<file path="src/design/dcewk_defines.svh">
/*
 * Constants for the host serial port with ring indication and DTR wake.
 * Assumes a 100 MHz core clock; included by the rate generator and the port module.
 */
`ifndef DCEWK_DEFINES_SVH
`define DCEWK_DEFINES_SVH

`define DCEWK_CLK_HZ 100000000
`define DCEWK_RATE_CNT 16
`define DCEWK_RATE_DEFAULT 4'h9
`define DCEWK_RING_LOW_MS 5900
`define DCEWK_RING_HIGH_MS 100
`define DCEWK_CYC_PER_MS (`DCEWK_CLK_HZ / 1000)
`define DCEWK_EVT_PULSE_MS 1
`define DCEWK_DATA_BITS 8

`endif

</file>
<file path="src/design/dcewk_pkg.sv">
/*
 * Types shared by the serial port modules.
 * Assumes the defines header is on the include path.
 */
package dcewk_pkg;
    typedef enum logic [1:0] {RI_IDLE, RI_EVENT, RI_RING_LOW, RI_RING_HIGH} dcewk_ri_state_t;
    typedef enum logic [1:0] {SER_IDLE, SER_START, SER_DATA, SER_STOP} dcewk_ser_state_t;
endpackage : dcewk_pkg

</file>
<file path="src/design/dcewk_baud_if.sv">
/*
 * Carries the bit-rate tick and the oversampled tick between the rate
 * generator and the serial engine. Assumes a single clock domain.
 */
interface dcewk_baud_if;
    logic tick16;
    logic tick1;
    modport gen (output tick16, output tick1);
    modport use_p (input tick16, input tick1);
endinterface : dcewk_baud_if

</file>
<file path="src/design/dcewk_baud_gen.sv">
/*
 * Rate generator: sixteen-times oversample tick and bit tick for the
 * selected rate. Assumes clk at 100 MHz and a synchronous rate select.
 */
`include "dcewk_defines.svh"
module dcewk_baud_gen
    import dcewk_pkg::*;
(
    input wire logic clk,
    input wire logic arst_n,
    input wire logic clk_en,
    input wire logic [3:0] rate_sel,
    dcewk_baud_if.gen bif
);
    function automatic logic [31:0] rate_bps(input logic [3:0] s);
        case (s)
            4'h0: rate_bps = 32'd300;
            4'h1: rate_bps = 32'd600;
            4'h2: rate_bps = 32'd1200;
            4'h3: rate_bps = 32'd2400;
            4'h4: rate_bps = 32'd4800;
            4'h5: rate_bps = 32'd9600;
            4'h6: rate_bps = 32'd19200;
            4'h7: rate_bps = 32'd38400;
            4'h8: rate_bps = 32'd57600;
            4'h9: rate_bps = 32'd115200;
            4'ha: rate_bps = 32'd230400;
            4'hb: rate_bps = 32'd460800;
            4'hc: rate_bps = 32'd921600;
            4'hd: rate_bps = 32'd3200000;
            4'he: rate_bps = 32'd3686400;
            default: rate_bps = 32'd4000000;
        endcase
    endfunction : rate_bps

    // Fractional accumulator keeps the mean tick rate exact at every setting.
    logic [31:0] acc_q;
    logic [32:0] sum;
    logic [3:0] sub_q;
    logic [31:0] step;
    assign step = rate_bps(rate_sel) * 32'd16;
    assign sum = {1'b0, acc_q} + {1'b0, step};

    always_ff @(posedge clk or negedge arst_n) begin
        if (!arst_n) begin
            acc_q <= 32'h0;
        end else if (clk_en) begin
            if (sum >= 33'(`DCEWK_CLK_HZ)) begin
                acc_q <= 32'(sum - 33'(`DCEWK_CLK_HZ));
            end else begin
                acc_q <= sum[31:0];
            end
        end
    end

    assign bif.tick16 = clk_en && (sum >= 33'(`DCEWK_CLK_HZ));

    always_ff @(posedge clk or negedge arst_n) begin
        if (!arst_n) begin
            sub_q <= 4'h0;
        end else if (bif.tick16) begin
            sub_q <= sub_q + 4'h1;
        end
    end

    assign bif.tick1 = bif.tick16 && (sub_q == 4'hf);
endmodule : dcewk_baud_gen

</file>
<file path="src/design/dcewk_uart.sv">
/*
 * Host-facing seven-wire serial port, DCE role, with ring indication and
 * DTR wake. Assumes one 100 MHz clock, pins arrive asynchronous to it.
 */
// Overview of operation
// The device is a seven-wire asynchronous DCE port carrying AT commands and data.
// The port runs at one of sixteen listed rates from 300 to 4000000 bits per second.
// From reset until a change is asked for, the rate is 115200 bits per second.
// Ring output idles high and goes low on a short message or unsolicited report.
// On a voice call the ring output repeats 5900 ms low then 100 ms high.
// The ring waveform repeats until answer or hang-up, then the output returns high.
// While asleep, a low DTR input from the host wakes the device.
// A message or report indication ends after a fixed, configurable pulse length.
`include "dcewk_defines.svh"
module dcewk_uart
    import dcewk_pkg::*;
#(
    parameter int unsigned RING_LOW_CYC = `DCEWK_RING_LOW_MS * `DCEWK_CYC_PER_MS,
    parameter int unsigned RING_HIGH_CYC = `DCEWK_RING_HIGH_MS * `DCEWK_CYC_PER_MS,
    parameter int unsigned EVT_PULSE_CYC = `DCEWK_EVT_PULSE_MS * `DCEWK_CYC_PER_MS
) (
    input wire logic clk,
    input wire logic arst_n,
    input wire logic clk_en,
    input wire logic rate_wr,
    input wire logic [3:0] rate_wdata,
    output logic [3:0] rate_cur,
    input wire logic txd_pin,
    output logic rxd_pin,
    input wire logic rts_n_pin,
    output logic cts_n_pin,
    input wire logic dtr_n_pin,
    output logic dcd_n_pin,
    output logic ri_n_pin,
    input wire logic tx_valid,
    output logic tx_ready,
    input wire logic [7:0] tx_data,
    output logic rx_valid,
    output logic [7:0] rx_data,
    output logic rx_frame_err,
    input wire logic rx_stall,
    input wire logic carrier_on,
    input wire logic sms_event,
    input wire logic unsolicited_report,
    input wire logic call_ring,
    input wire logic sleep_active,
    output logic wake_req
);
    logic [3:0] rate_q;
    dcewk_baud_if bif ();

    always_ff @(posedge clk or negedge arst_n) begin
        if (!arst_n) begin
            rate_q <= `DCEWK_RATE_DEFAULT;
        end else if (clk_en && rate_wr) begin
            rate_q <= rate_wdata;
        end
    end
    assign rate_cur = rate_q;

    dcewk_baud_gen u_baud (
        .clk(clk),
        .arst_n(arst_n),
        .clk_en(clk_en),
        .rate_sel(rate_q),
        .bif(bif)
    );

    // Two-stage synchronisers for host-driven pins.
    logic [2:0] s1_q;
    logic [2:0] s2_q;
    always_ff @(posedge clk or negedge arst_n) begin
        if (!arst_n) begin
            s1_q <= 3'h7;
            s2_q <= 3'h7;
        end else if (clk_en) begin
            s1_q <= {dtr_n_pin, rts_n_pin, txd_pin};
            s2_q <= s1_q;
        end
    end
    logic txd_s;
    logic rts_n_s;
    logic dtr_n_s;
    assign txd_s = s2_q[0];
    assign rts_n_s = s2_q[1];
    assign dtr_n_s = s2_q[2];

    // Transmit toward the host, held off while the host deasserts RTS.
    dcewk_ser_state_t ts_q;
    logic [7:0] tsh_q;
    logic [2:0] tbit_q;
    logic rxd_q;
    assign tx_ready = clk_en && (ts_q == SER_IDLE) && !rts_n_s;
    always_ff @(posedge clk or negedge arst_n) begin
        if (!arst_n) begin
            ts_q <= SER_IDLE;
            tsh_q <= 8'h0;
            tbit_q <= 3'h0;
            rxd_q <= 1'b1;
        end else if (clk_en) begin
            case (ts_q)
                SER_IDLE: begin
                    if (tx_valid && tx_ready) begin
                        tsh_q <= tx_data;
                        ts_q <= SER_START;
                    end
                end
                SER_START: begin
                    if (bif.tick1) begin
                        rxd_q <= 1'b0;
                        tbit_q <= 3'h0;
                        ts_q <= SER_DATA;
                    end
                end
                SER_DATA: begin
                    if (bif.tick1) begin
                        rxd_q <= tsh_q[0];
                        tsh_q <= {1'b0, tsh_q[7:1]};
                        tbit_q <= tbit_q + 3'h1;
                        if (tbit_q == 3'h7) begin
                            ts_q <= SER_STOP;
                        end
                    end
                end
                default: begin
                    if (bif.tick1) begin
                        rxd_q <= 1'b1;
                        ts_q <= SER_IDLE;
                    end
                end
            endcase
        end
    end
    assign rxd_pin = rxd_q;

    // Receive from the host, sampled at mid-bit on the oversample tick.
    dcewk_ser_state_t rs_q;
    logic [3:0] rph_q;
    logic [2:0] rbit_q;
    logic [7:0] rsh_q;
    logic [7:0] rdat_q;
    logic rvld_q;
    logic rerr_q;
    always_ff @(posedge clk or negedge arst_n) begin
        if (!arst_n) begin
            rs_q <= SER_IDLE;
            rph_q <= 4'h0;
            rbit_q <= 3'h0;
            rsh_q <= 8'h0;
            rdat_q <= 8'h0;
            rvld_q <= 1'b0;
            rerr_q <= 1'b0;
        end else if (clk_en) begin
            rvld_q <= 1'b0;
            case (rs_q)
                SER_IDLE: begin
                    if (!txd_s) begin
                        rph_q <= 4'h0;
                        rs_q <= SER_START;
                    end
                end
                SER_START: begin
                    if (bif.tick16) begin
                        rph_q <= rph_q + 4'h1;
                        if (rph_q == 4'h7) begin
                            rph_q <= 4'h0;
                            rbit_q <= 3'h0;
                            rs_q <= txd_s ? SER_IDLE : SER_DATA;
                        end
                    end
                end
                SER_DATA: begin
                    if (bif.tick16) begin
                        rph_q <= rph_q + 4'h1;
                        if (rph_q == 4'hf) begin
                            rsh_q <= {txd_s, rsh_q[7:1]};
                            rbit_q <= rbit_q + 3'h1;
                            if (rbit_q == 3'h7) begin
                                rs_q <= SER_STOP;
                            end
                        end
                    end
                end
                default: begin
                    if (bif.tick16) begin
                        rph_q <= rph_q + 4'h1;
                        if (rph_q == 4'hf) begin
                            rdat_q <= rsh_q;
                            rvld_q <= 1'b1;
                            rerr_q <= !txd_s;
                            rs_q <= SER_IDLE;
                        end
                    end
                end
            endcase
        end
    end
    assign rx_valid = rvld_q;
    assign rx_data = rdat_q;
    assign rx_frame_err = rerr_q;

    logic cts_q;
    logic dcd_q;
    always_ff @(posedge clk or negedge arst_n) begin
        if (!arst_n) begin
            cts_q <= 1'b1;
            dcd_q <= 1'b1;
        end else if (clk_en) begin
            cts_q <= rx_stall;
            dcd_q <= !carrier_on;
        end
    end
    assign cts_n_pin = cts_q;
    assign dcd_n_pin = dcd_q;

    // Ring indicator: a voice call outranks a message pulse.
    dcewk_ri_state_t ri_q;
    logic [31:0] ricnt_q;
    logic ri_n_q;
    always_ff @(posedge clk or negedge arst_n) begin
        if (!arst_n) begin
            ri_q <= RI_IDLE;
            ricnt_q <= 32'h0;
            ri_n_q <= 1'b1;
        end else if (clk_en) begin
            case (ri_q)
                RI_IDLE: begin
                    ri_n_q <= 1'b1;
                    ricnt_q <= 32'h0;
                    if (call_ring) begin
                        ri_n_q <= 1'b0;
                        ri_q <= RI_RING_LOW;
                    end else if (sms_event || unsolicited_report) begin
                        ri_n_q <= 1'b0;
                        ri_q <= RI_EVENT;
                    end
                end
                RI_EVENT: begin
                    ricnt_q <= ricnt_q + 32'h1;
                    if (call_ring) begin
                        ricnt_q <= 32'h0;
                        ri_q <= RI_RING_LOW;
                    end else if (ricnt_q == 32'(EVT_PULSE_CYC - 1)) begin
                        ri_n_q <= 1'b1;
                        ri_q <= RI_IDLE;
                    end
                end
                RI_RING_LOW: begin
                    ricnt_q <= ricnt_q + 32'h1;
                    if (!call_ring) begin
                        ri_n_q <= 1'b1;
                        ri_q <= RI_IDLE;
                    end else if (ricnt_q == 32'(RING_LOW_CYC - 1)) begin
                        ricnt_q <= 32'h0;
                        ri_n_q <= 1'b1;
                        ri_q <= RI_RING_HIGH;
                    end
                end
                default: begin
                    ricnt_q <= ricnt_q + 32'h1;
                    if (!call_ring) begin
                        ri_q <= RI_IDLE;
                    end else if (ricnt_q == 32'(RING_HIGH_CYC - 1)) begin
                        ricnt_q <= 32'h0;
                        ri_n_q <= 1'b0;
                        ri_q <= RI_RING_LOW;
                    end
                end
            endcase
        end
    end
    assign ri_n_pin = ri_n_q;

    logic wake_q;
    always_ff @(posedge clk or negedge arst_n) begin
        if (!arst_n) begin
            wake_q <= 1'b0;
        end else if (clk_en) begin
            wake_q <= sleep_active && !dtr_n_s;
        end
    end
    assign wake_req = wake_q;

    chk_rate_reset: assert property (@(posedge clk) $rose(arst_n) |-> rate_q == 4'h9)
        else $error("rate not at default after reset");
    chk_ri_idle_high: assert property (@(posedge clk) disable iff (!arst_n)
        (ri_q == RI_IDLE && clk_en && !call_ring && !sms_event && !unsolicited_report)
        |=> ri_n_pin)
        else $error("ring output not high while idle");
    chk_ri_event_low: assert property (@(posedge clk) disable iff (!arst_n)
        (ri_q == RI_IDLE && clk_en && (sms_event || unsolicited_report)) |=> !ri_n_pin)
        else $error("ring output not low on message event");
    chk_ri_call_low: assert property (@(posedge clk) disable iff (!arst_n)
        (ri_q == RI_IDLE && clk_en && call_ring) |=> !ri_n_pin ##0 ri_q == RI_RING_LOW)
        else $error("ring output not low on call");
    chk_ring_low_len: assert property (@(posedge clk) disable iff (!arst_n)
        (ri_q == RI_RING_LOW) |-> ricnt_q < 32'(RING_LOW_CYC))
        else $error("ring low phase overran");
    chk_ring_high_len: assert property (@(posedge clk) disable iff (!arst_n)
        (ri_q == RI_RING_HIGH) |-> ri_n_pin && ricnt_q < 32'(RING_HIGH_CYC))
        else $error("ring high phase wrong");
    chk_ring_stop: assert property (@(posedge clk) disable iff (!arst_n)
        (ri_q == RI_RING_LOW && clk_en && !call_ring) |=> ri_n_pin && ri_q == RI_IDLE)
        else $error("ring output not released after call ends");
    chk_evt_release: assert property (@(posedge clk) disable iff (!arst_n)
        (ri_q == RI_EVENT) |-> ricnt_q < 32'(EVT_PULSE_CYC))
        else $error("event pulse overran");
    chk_dtr_wake: assert property (@(posedge clk) disable iff (!arst_n)
        (clk_en && sleep_active && !dtr_n_s) |=> wake_req)
        else $error("no wake on low DTR");
    chk_tx_start: assert property (@(posedge clk) disable iff (!arst_n)
        (ts_q == SER_START && bif.tick1) |=> !rxd_pin)
        else $error("start bit missing");
    cov_call: cover property (@(posedge clk) ri_q == RI_RING_HIGH);
    cov_evt: cover property (@(posedge clk) ri_q == RI_EVENT ##1 ri_q == RI_IDLE);
    cov_rx: cover property (@(posedge clk) rx_valid && !rx_frame_err);
    cov_wake: cover property (@(posedge clk) wake_req);
endmodule : dcewk_uart

</file>
<file path="config.mk">
export PLATFORM = sky130hd
export DESIGN_NAME = dcewk_uart
export DESIGN_NICKNAME = d
export VERILOG_FILES = /design/src/design/dcewk_pkg.sv /design/src/design/dcewk_baud_if.sv /design/src/design/dcewk_baud_gen.sv /design/src/design/dcewk_uart.sv
export VERILOG_INCLUDE_DIRS = /design/src /design/src/design
export SDC_FILE = /design/constraint.sdc
export NUM_CORES = 1
export LEC_CHECK = 0
export BUFFER_PORTS_ARGS = -buffer_cell sky130_fd_sc_hd__buf_2
export CORE_MARGIN = 2
export CORE_UTILIZATION = 45
export DETAILED_ROUTE_END_ITERATION = 6
export GPL_ROUTABILITY_DRIVEN = 0
export SETUP_SLACK_MARGIN = 0.15
export SLEW_MARGIN = 0
export SYNTH_ARGS = -nofsm -noshare
export SYNTH_HDL_FRONTEND = slang
export SYNTH_SLANG_ARGS = --single-unit
</file>
<file path="constraint.sdc">
create_clock -name clk -period 8.1 [get_ports clk]
set_input_delay 0 -clock clk [delete_from_list [all_inputs] [get_ports clk]]
set_output_delay 0 -clock clk [all_outputs]
set_load 0.005 [all_outputs]
</file>
Word level (Yosys, flattened, before mapping)
Memories as Yosys holds them, arrays and structs flattened.
Index checks and enable logic that the tools add are counted.
Storage, ports and cells
  logic and storage cells: 162
  ROM bits: 320
  register bits after elaboration: 125
  output and inout port bits: 20
  bits of input ports: 26
  memories kept: 1
Cells by class
  muxes and demuxes: 64
  equality and inequality tests: 30
  magnitude comparators: 1
  reductions and logical operators: 35
  bitwise gates (word level): 2
  add/sub/neg operators: 7
Memory list
  (no name shown): depth 16, width 20, rd ports 1, clocked after Yosys merged registers in 0, write ports 0, RTL line dcewk_baud_gen.sv:16  | case (s)
Operators with widths (count)
  $mux W32: 6
  $pmux W32 S3: 1
  $mux W2: 22
  $add A32 B32 Y33: 1
  $ge A33 B27 Y1 const B: 1
  $add A32 B1 Y32 const B: 1
  $eq A32 B17 Y1 const B: 1
  $eq A32 B24 Y1 const B: 1
  $eq A32 B30 Y1 const B: 1
  $sub A32 B27 Y32 const B: 1
  $reduce_and A4 Y1: 5
  $mux W3: 6
  $ne A2 B2 Y1 const B: 9
  $pmux W2 S3: 3
  $reduce_and A6 Y1: 3
  $mux W4: 4
  $mux W8: 2
  $pmux W8 S2: 1
  $mux W1: 14
  $pmux W3 S2: 2
  $reduce_bool A2 Y1: 5
  $ne A3 B3 Y1 const B: 3
  $reduce_and A9 Y1: 1
  $add A4 B1 Y4 const B: 2
  20 further kinds: 43

Longest topological paths before layout
An unclocked memory read counts as a cell.
  depth in word-level cells: 7
  depth in mapped cells: 21
  mapped depth without buffers: 17

By module
From an unflattened synthesis, not the netlist that was laid out.
Second synthesis, totals
  cell total of the unflattened synthesis: 950
  area total of the unflattened synthesis: 8588.2 µm²
By module, submodules not included
  dcewk_uart: area each 4765.8 µm², instances 1, cells each 469, seq. area each 2242.2 µm²
  dcewk_baud_gen: area each 3822.4 µm², instances 1, cells each 481, seq. area each 750.7 µm²

Least setup slack after synthesis
Ideal clock, no wire load.
  path type: reg-to-reg
  start: register rate_q[0] (netlist: rate_cur[0])
  end: register rsh_q[0]
  buffers on the path: 3
  data required time: 7975 ps
  slack: 3390 ps
  arrival: 4585 ps
  period minus slack after synthesis: 4710 ps
  cell stages (with the launch flop): 20
  library setup time: 125 ps
  cell sequence: dfstp_2 inv_1 ha_1 mux2_2 a22o_1 ha_1 buf_2 and4_1 o2111ai_1 a31o_2 a31oi_2 and3_1 clkbuf_1 o22ai_1 o221ai_1 a41oi_1 or4_1 buf_2 nor2_8 mux2_4
On the way
  cells in the longest elaborated chain, start to end: 5
Ends and longest elaborated chain
  from (decl): RTL line dcewk_uart.sv:49  | logic [3:0] rate_q;
  from (signal assigned): RTL line dcewk_uart.sv:54  | rate_q <= `DCEWK_RATE_DEFAULT;
  from (signal assigned): RTL line dcewk_uart.sv:56  | rate_q <= rate_wdata;
  $mem_v2 Z16 W20
  $add A32 B32 Y33: RTL line dcewk_baud_gen.sv:42  | assign sum = {1'b0, acc_q} + {1'b0, step};
  $ge A33 B27 Y1: RTL line dcewk_baud_gen.sv:56  | assign bif.tick16 = clk_en && (sum >= 33'(`DCEWK_CLK_HZ));
  $logic_and A1 B1 Y1: RTL line dcewk_baud_gen.sv:56
  $reduce_and A4 Y1 (no source line)
  to (signal assigned): RTL line dcewk_uart.sv:176  | rsh_q <= {txd_s, rsh_q[7:1]};
  to (decl): RTL line dcewk_uart.sv:140  | logic [7:0] rsh_q;
Every way passes these cells.
A chain may end at the register's enable or synchronous reset.

Worst setup path after layout
  start: register rate_q[0] (netlist: rate_cur[0])
  end: register tbit_q[2]
On the way
  cells in the longest elaborated chain, start to end: 7
  elaborated cells between the ends (all ways): 8
  those cells by class: add/sub (1); order compare (1); eq/ne (2); reduce/logical (3); memory (1)
Ends and longest elaborated chain
  $mem_v2 Z16 W20 *
  $add A32 B32 Y33 *: RTL line dcewk_baud_gen.sv:42
  $ge A33 B27 Y1 *: RTL line dcewk_baud_gen.sv:56
  $logic_and A1 B1 Y1 *: RTL line dcewk_baud_gen.sv:56
  $logic_and A1 B1 Y1 *: RTL line dcewk_baud_gen.sv:66  | assign bif.tick1 = bif.tick16 && (sub_q == 4'hf);
  $ne A2 B2 Y1 (no source line)
  $reduce_and A4 Y1 (no source line) *
  to (signal assigned): RTL line dcewk_uart.sv:119  | tbit_q <= tbit_q + 3'h1;
  to (decl): RTL line dcewk_uart.sv:91  | logic [2:0] tbit_q;
Mark *: on every way between the ends. The rest lies on a longest branch, timed or not.

==> impl_table.tex <==
\begin{tabular}{lr}
\hline
Metric & Value \\
\hline
\multicolumn{2}{l}{\textbf{Critical path}} \\
\quad Endpoint arrival time on the critical path & 5.95 ns \\
\quad Crit Path Category & reg -> reg \\
\quad Worst-path cell chain & inv\_1 -> ha\_1 -> mux2\_2 -> a22o\_1 -> ha\_1 -> nand2\_1 -> o21ai\_0 -> a22oi\_1 -> a41oi\_1 -> or3\_1 -> a311oi\_1 -> o221ai\_1 -> a41o\_1 -> nand2\_1 -> or3\_1 -> a32o\_1 \\
\quad Top cell family by delay on the critical path & compound AO/OA/AOI/OAI gates \\
\quad Worst-case reg-to-reg path depth & 16 \\
\quad Critical Path Slowest Stage Cell & sky130\_fd\_sc\_hd\_\_a41o\_1 \\
\quad CP Max Fanout & 21 \\
\quad Crit. End Element & register \\
\quad Critical path launch point type & register \\
\quad Worst reg2reg setup slack & 2.45 ns \\
\quad Largest stage delay on the critical path & 0.68 ns \\
\quad Critical Path RT & 8.40 ns \\
\quad CP bufs+invs & 1 \\
\quad Destination of the worst register-to-register timing path & tbit\_q[2] \\
\quad Launch point of the worst reg-to-reg path & rate\_cur[0] \\
\multicolumn{2}{l}{\textbf{Clocking}} \\
\quad Worst-case clock buffer depth & 2 \\
\quad Clock-pin slew on the worst setup and hold paths & 0.05 ns \\
\quad TritonCTS clock tree & built \\
\quad Skew-Pair Late Insertion Delay & 0.42 ns \\
\quad CTS buffer count & 17 \\
\quad H-tree levels & 4 \\
\quad Library cell used as clock root buffer & sky130\_fd\_sc\_hd\_\_clkbuf\_16 \\
\quad Number of sinks on the clock net & 119 \\
\multicolumn{2}{l}{\textbf{Timing}} \\
\quad Final Hold Vio Count & 0 \\
\quad Headroom to the max-slew limit & 0.338 \\
\quad Setup Skew & 0.0105 ns \\
\quad Max frequency & 0.177 GHz \\
\quad Number of endpoints failing setup at the final stage & 0 \\
\quad Minimum setup slack in the final design & 2.45 ns \\
\quad Least-Margin Pin Slew & 0.994 ns \\
\quad Final Max Tran Viols & 0 \\
\quad Total negative setup slack & 0 ns \\
\quad Final worst path period share & 0.697 \\
\quad Clock period minus worst slack & 5.65 ns \\
\quad Setup repair after global routing missed its margin & no \\
\multicolumn{2}{l}{\textbf{Synth}} \\
\quad Post-Synthesis Net Count & 990 \\
\quad Cell count after synthesis & 921 \\
\quad Number of enable flip-flop cells after synthesis & 0 \\
\quad Post-synthesis instance area & 8240 um\^{}2 \\
\quad Leading register cell type out of synthesis & sky130\_fd\_sc\_hd\_\_dfrtp\_1 \\
\quad Average cell area after synthesis & 8.95 um\^{}2 \\
\quad Portion of the post-synthesis area used by sequential elements & 0.363 \\
\quad Yosys reg bits & 119 \\
\quad Yosys warns & 0 \\
\quad Number of unique standard cell types used by synthesis & 80 \\
\quad Share of synthesized flip-flops with an asynchronous set or reset & 1.00 \\
\multicolumn{2}{l}{\textbf{Power}} \\
\quad Worst vdd ir & 0.000204 V \\
\quad Clock group share of total power & 0.213 \\
\quad Switching power share of the total & 0.439 \\
\quad Power density over the cells & 376 nW/um\^{}2 \\
\quad Part of the power in combinational logic & 0.535 \\
\quad Sw Pwr & 1560 uW \\
\quad Internal power & 1990 uW \\
\quad Leakage Power & 0.00412 uW \\
\quad Share of power burned in registers & 0.252 \\
\multicolumn{2}{l}{\textbf{Floorplanning}} \\
\quad DIE WIDTH & 139 um \\
\quad Starting utilization of the core area & 0.459 \\
\quad Floorplan die area & 19400 um\^{}2 \\
\quad Floorplan die height & 139 um \\
\quad Placement Rows & 49 \\
\quad Core box area & 18000 um\^{}2 \\
\quad IO Count & 46 \\
\multicolumn{2}{l}{\textbf{Routing}} \\
\quad Post-route ant nets & 0 \\
\quad Average vias per placed instance & 5.79 \\
\quad Routed wire per std cell & 16.2 um \\
\quad Number of vias in the routed layout & 7017 \\
\quad Total Routed Length & 19.6 mm \\
\quad Drc violations & 0 \\
\quad Number of DRC markers after the initial detailed-route iteration & 416 \\
\quad Iteration count of the initial detailed-routing pass & 5 \\
\multicolumn{2}{l}{\textbf{Layout}} \\
\quad Most used cells in the layout excluding fill and tap cells & sky130\_fd\_sc\_hd\_\_dfrtp\_1, sky130\_fd\_sc\_hd\_\_nand2\_1, sky130\_fd\_sc\_hd\_\_nor2\_1 \\
\quad Diodes inserted & 0 \\
\quad Final Util & 0.525 \\
\quad Area added between synthesis and finish & 14.5\% \\
\quad Commonest non-fill, non-tap cell in the layout & sky130\_fd\_sc\_hd\_\_dfrtp\_1 \\
\quad Share of layout cells above drive strength 1 & 0.163 \\
\quad Filler Cell Count & 1674 \\
\quad Number of nets in the finished design & 1038 \\
\multicolumn{2}{l}{\textbf{Global route}} \\
\quad Via count of the first global-routing pass & 6599 \\
\quad Initial antenna violation count & 0 \\
\quad Overflow left after global routing & 0 \\
\quad Wire length of the first global-routing pass & 33.0 mm \\
\quad GR Util All Layers & 0.206 \\
\quad Largest net degree at the start of global routing & 78 \\
\multicolumn{2}{l}{\textbf{Place}} \\
\quad Port-buffer cells & 45 \\
\quad Detailed Place HPWL & 13.8 mm \\
\quad Setup Slack @ Placement & 2.54 ns \\
\multicolumn{2}{l}{\textbf{Min path}} \\
\quad WHS Endpoint & rate\_cur[1] \\
\quad Min-delay worst type & in -> reg \\
\quad Worst Hold Launch & rate\_wr \\
\quad Number of cells traversed by the worst hold path & 3 \\
\multicolumn{2}{l}{\textbf{Job}} \\
\quad Max Cap Violations & 0 \\
\multicolumn{2}{l}{\textbf{Status}} \\
\quad Outcome & complete, no violations \\
\hline
\end{tabular}
-- tightest hold or removal path, cell delays in order --
cell                      delay, ns
sky130_fd_sc_hd__buf_2         0.09
sky130_fd_sc_hd__nand2_1       0.14
sky130_fd_sc_hd__mux2_2        0.17
-- how the worst max path moves through the flow --
stage           startpoint   endpoint  cells past startpoint
2_1_floorplan  rate_cur[0]   rsh_q[0]                     19
3_3_place_gp   rate_cur[0]  tbit_q[2]                     17
3_5_place_dp   rate_cur[0]  tbit_q[2]                     17
4_1_cts        rate_cur[0]  tbit_q[2]                     17
5_1_grt        rate_cur[0]  tbit_q[1]                     17
6_report       rate_cur[0]  tbit_q[2]                     16
-- repair_timing --
item                                   in CTS  in global routing
hold buffers                               22                  0
gates resized for setup                     0                  0
endpoints found under the hold margin      63                  0
setup buffers                               0                  0
-- cell type report --
cell class	instances	area (um^2)	share of cell area
inverters	37	139	0.0147
repair buffers	72	489	0.0518
clock inverters	13	148	0.0156
multi-input cells	722	4940	0.523
well taps	229	287	0.0304
flip-flops and latches	119	2990	0.317
clock buffers	19	443	0.0469
-- power by group through the flow --
stage | Combinational [uW] | Clock (uW) | Sequential (uW)
detailed placement | 1870 | 0 | 902
floorplan | 1490 | 0 | 844
CTS | 1890 | 769 | 896
global placement | 1870 | 0 | 902
global route | 2120 | 796 | 920
finish | 1900 | 756 | 896
-- cell usage after synthesis (14+ instances only) --
cell type,n,area share
sky130_fd_sc_hd__dfrtp_1,107,0.32
sky130_fd_sc_hd__nand2b_1,14,0.011
sky130_fd_sc_hd__nand4_1,18,0.014
sky130_fd_sc_hd__and3_1,19,0.014
sky130_fd_sc_hd__nand2_1,92,0.042
sky130_fd_sc_hd__or3_1,16,0.012
sky130_fd_sc_hd__inv_1,37,0.017
sky130_fd_sc_hd__xnor2_1,23,0.024
sky130_fd_sc_hd__xor2_1,19,0.020
sky130_fd_sc_hd__a21oi_1,47,0.029
sky130_fd_sc_hd__nor2_1,75,0.034
sky130_fd_sc_hd__mux2_2,34,0.046
sky130_fd_sc_hd__o21ai_0,67,0.041
sky130_fd_sc_hd__ha_1,42,0.064
sky130_fd_sc_hd__nand3_1,33,0.020
sky130_fd_sc_hd__clkbuf_1,26,0.012
-- registers in the layout, summed over array words and instances, names as in the netlist --
| name | cells |
|---|---|
| cts_n_pin | 1 |
| dcd_n_pin | 1 |
| rate_cur | 4 |
| rbit_q | 3 |
| ri_n_pin | 1 |
| ri_q | 2 |
| ricnt_q | 32 |
| rph_q | 4 |
| rs_q | 2 |
| rsh_q | 8 |
| rx_data | 8 |
| rx_frame_err | 1 |
| rx_valid | 1 |
| rxd_pin | 1 |
| s1_q | 3 |
| s2_q | 3 |
| tbit_q | 3 |
| ts_q | 2 |
| tsh_q | 8 |
| u_baud.acc_q | 26 |
| u_baud.sub_q | 4 |
| wake_req | 1 |
-- kinds of logic after synthesis --
| logic type | count (synthesis) | share of synthesized area |
|---|---|---|
| buffers and inverters | 80 | 0.0387 |
| xor gates and xnor gates | 42 | 0.0446 |
| muxes | 61 | 0.0851 |
| AOI/OAI and AO/OA | 237 | 0.191 |
| and+or+nand+nor | 339 | 0.211 |
| adders and majority gates | 43 | 0.0662 |
| DFF | 119 | 0.363 |
-- per-layer routing --
| metal | global-route usage | routed length [um] | up-vias |
|---|---|---|---|
| li1 | - | - | 3492 |
| met1 | 0.285 | 9420 | 3337 |
| met2 | 0.329 | 8980 | 161 |
| met3 | 0.0351 | 788 | 27 |
| met4 | 0.0712 | 367 | 0 |
| met5 | 0 | 0 | - |
-- metrics by stage --
step                hold WS (ns)  instances  power (uW)  area, um^2
floorplan                 -0.296        921        2340        8240
CTS                       0.0203       1211        3550        9440
detailed placement       -0.0413       1157        2770        8630
finish                    0.0255       1211        3550        9440
global placement         -0.0448       1157        2770        8630
global route              0.0478       1211        3840        9440
No activity file was read; power rests on OpenSTA's default activity.
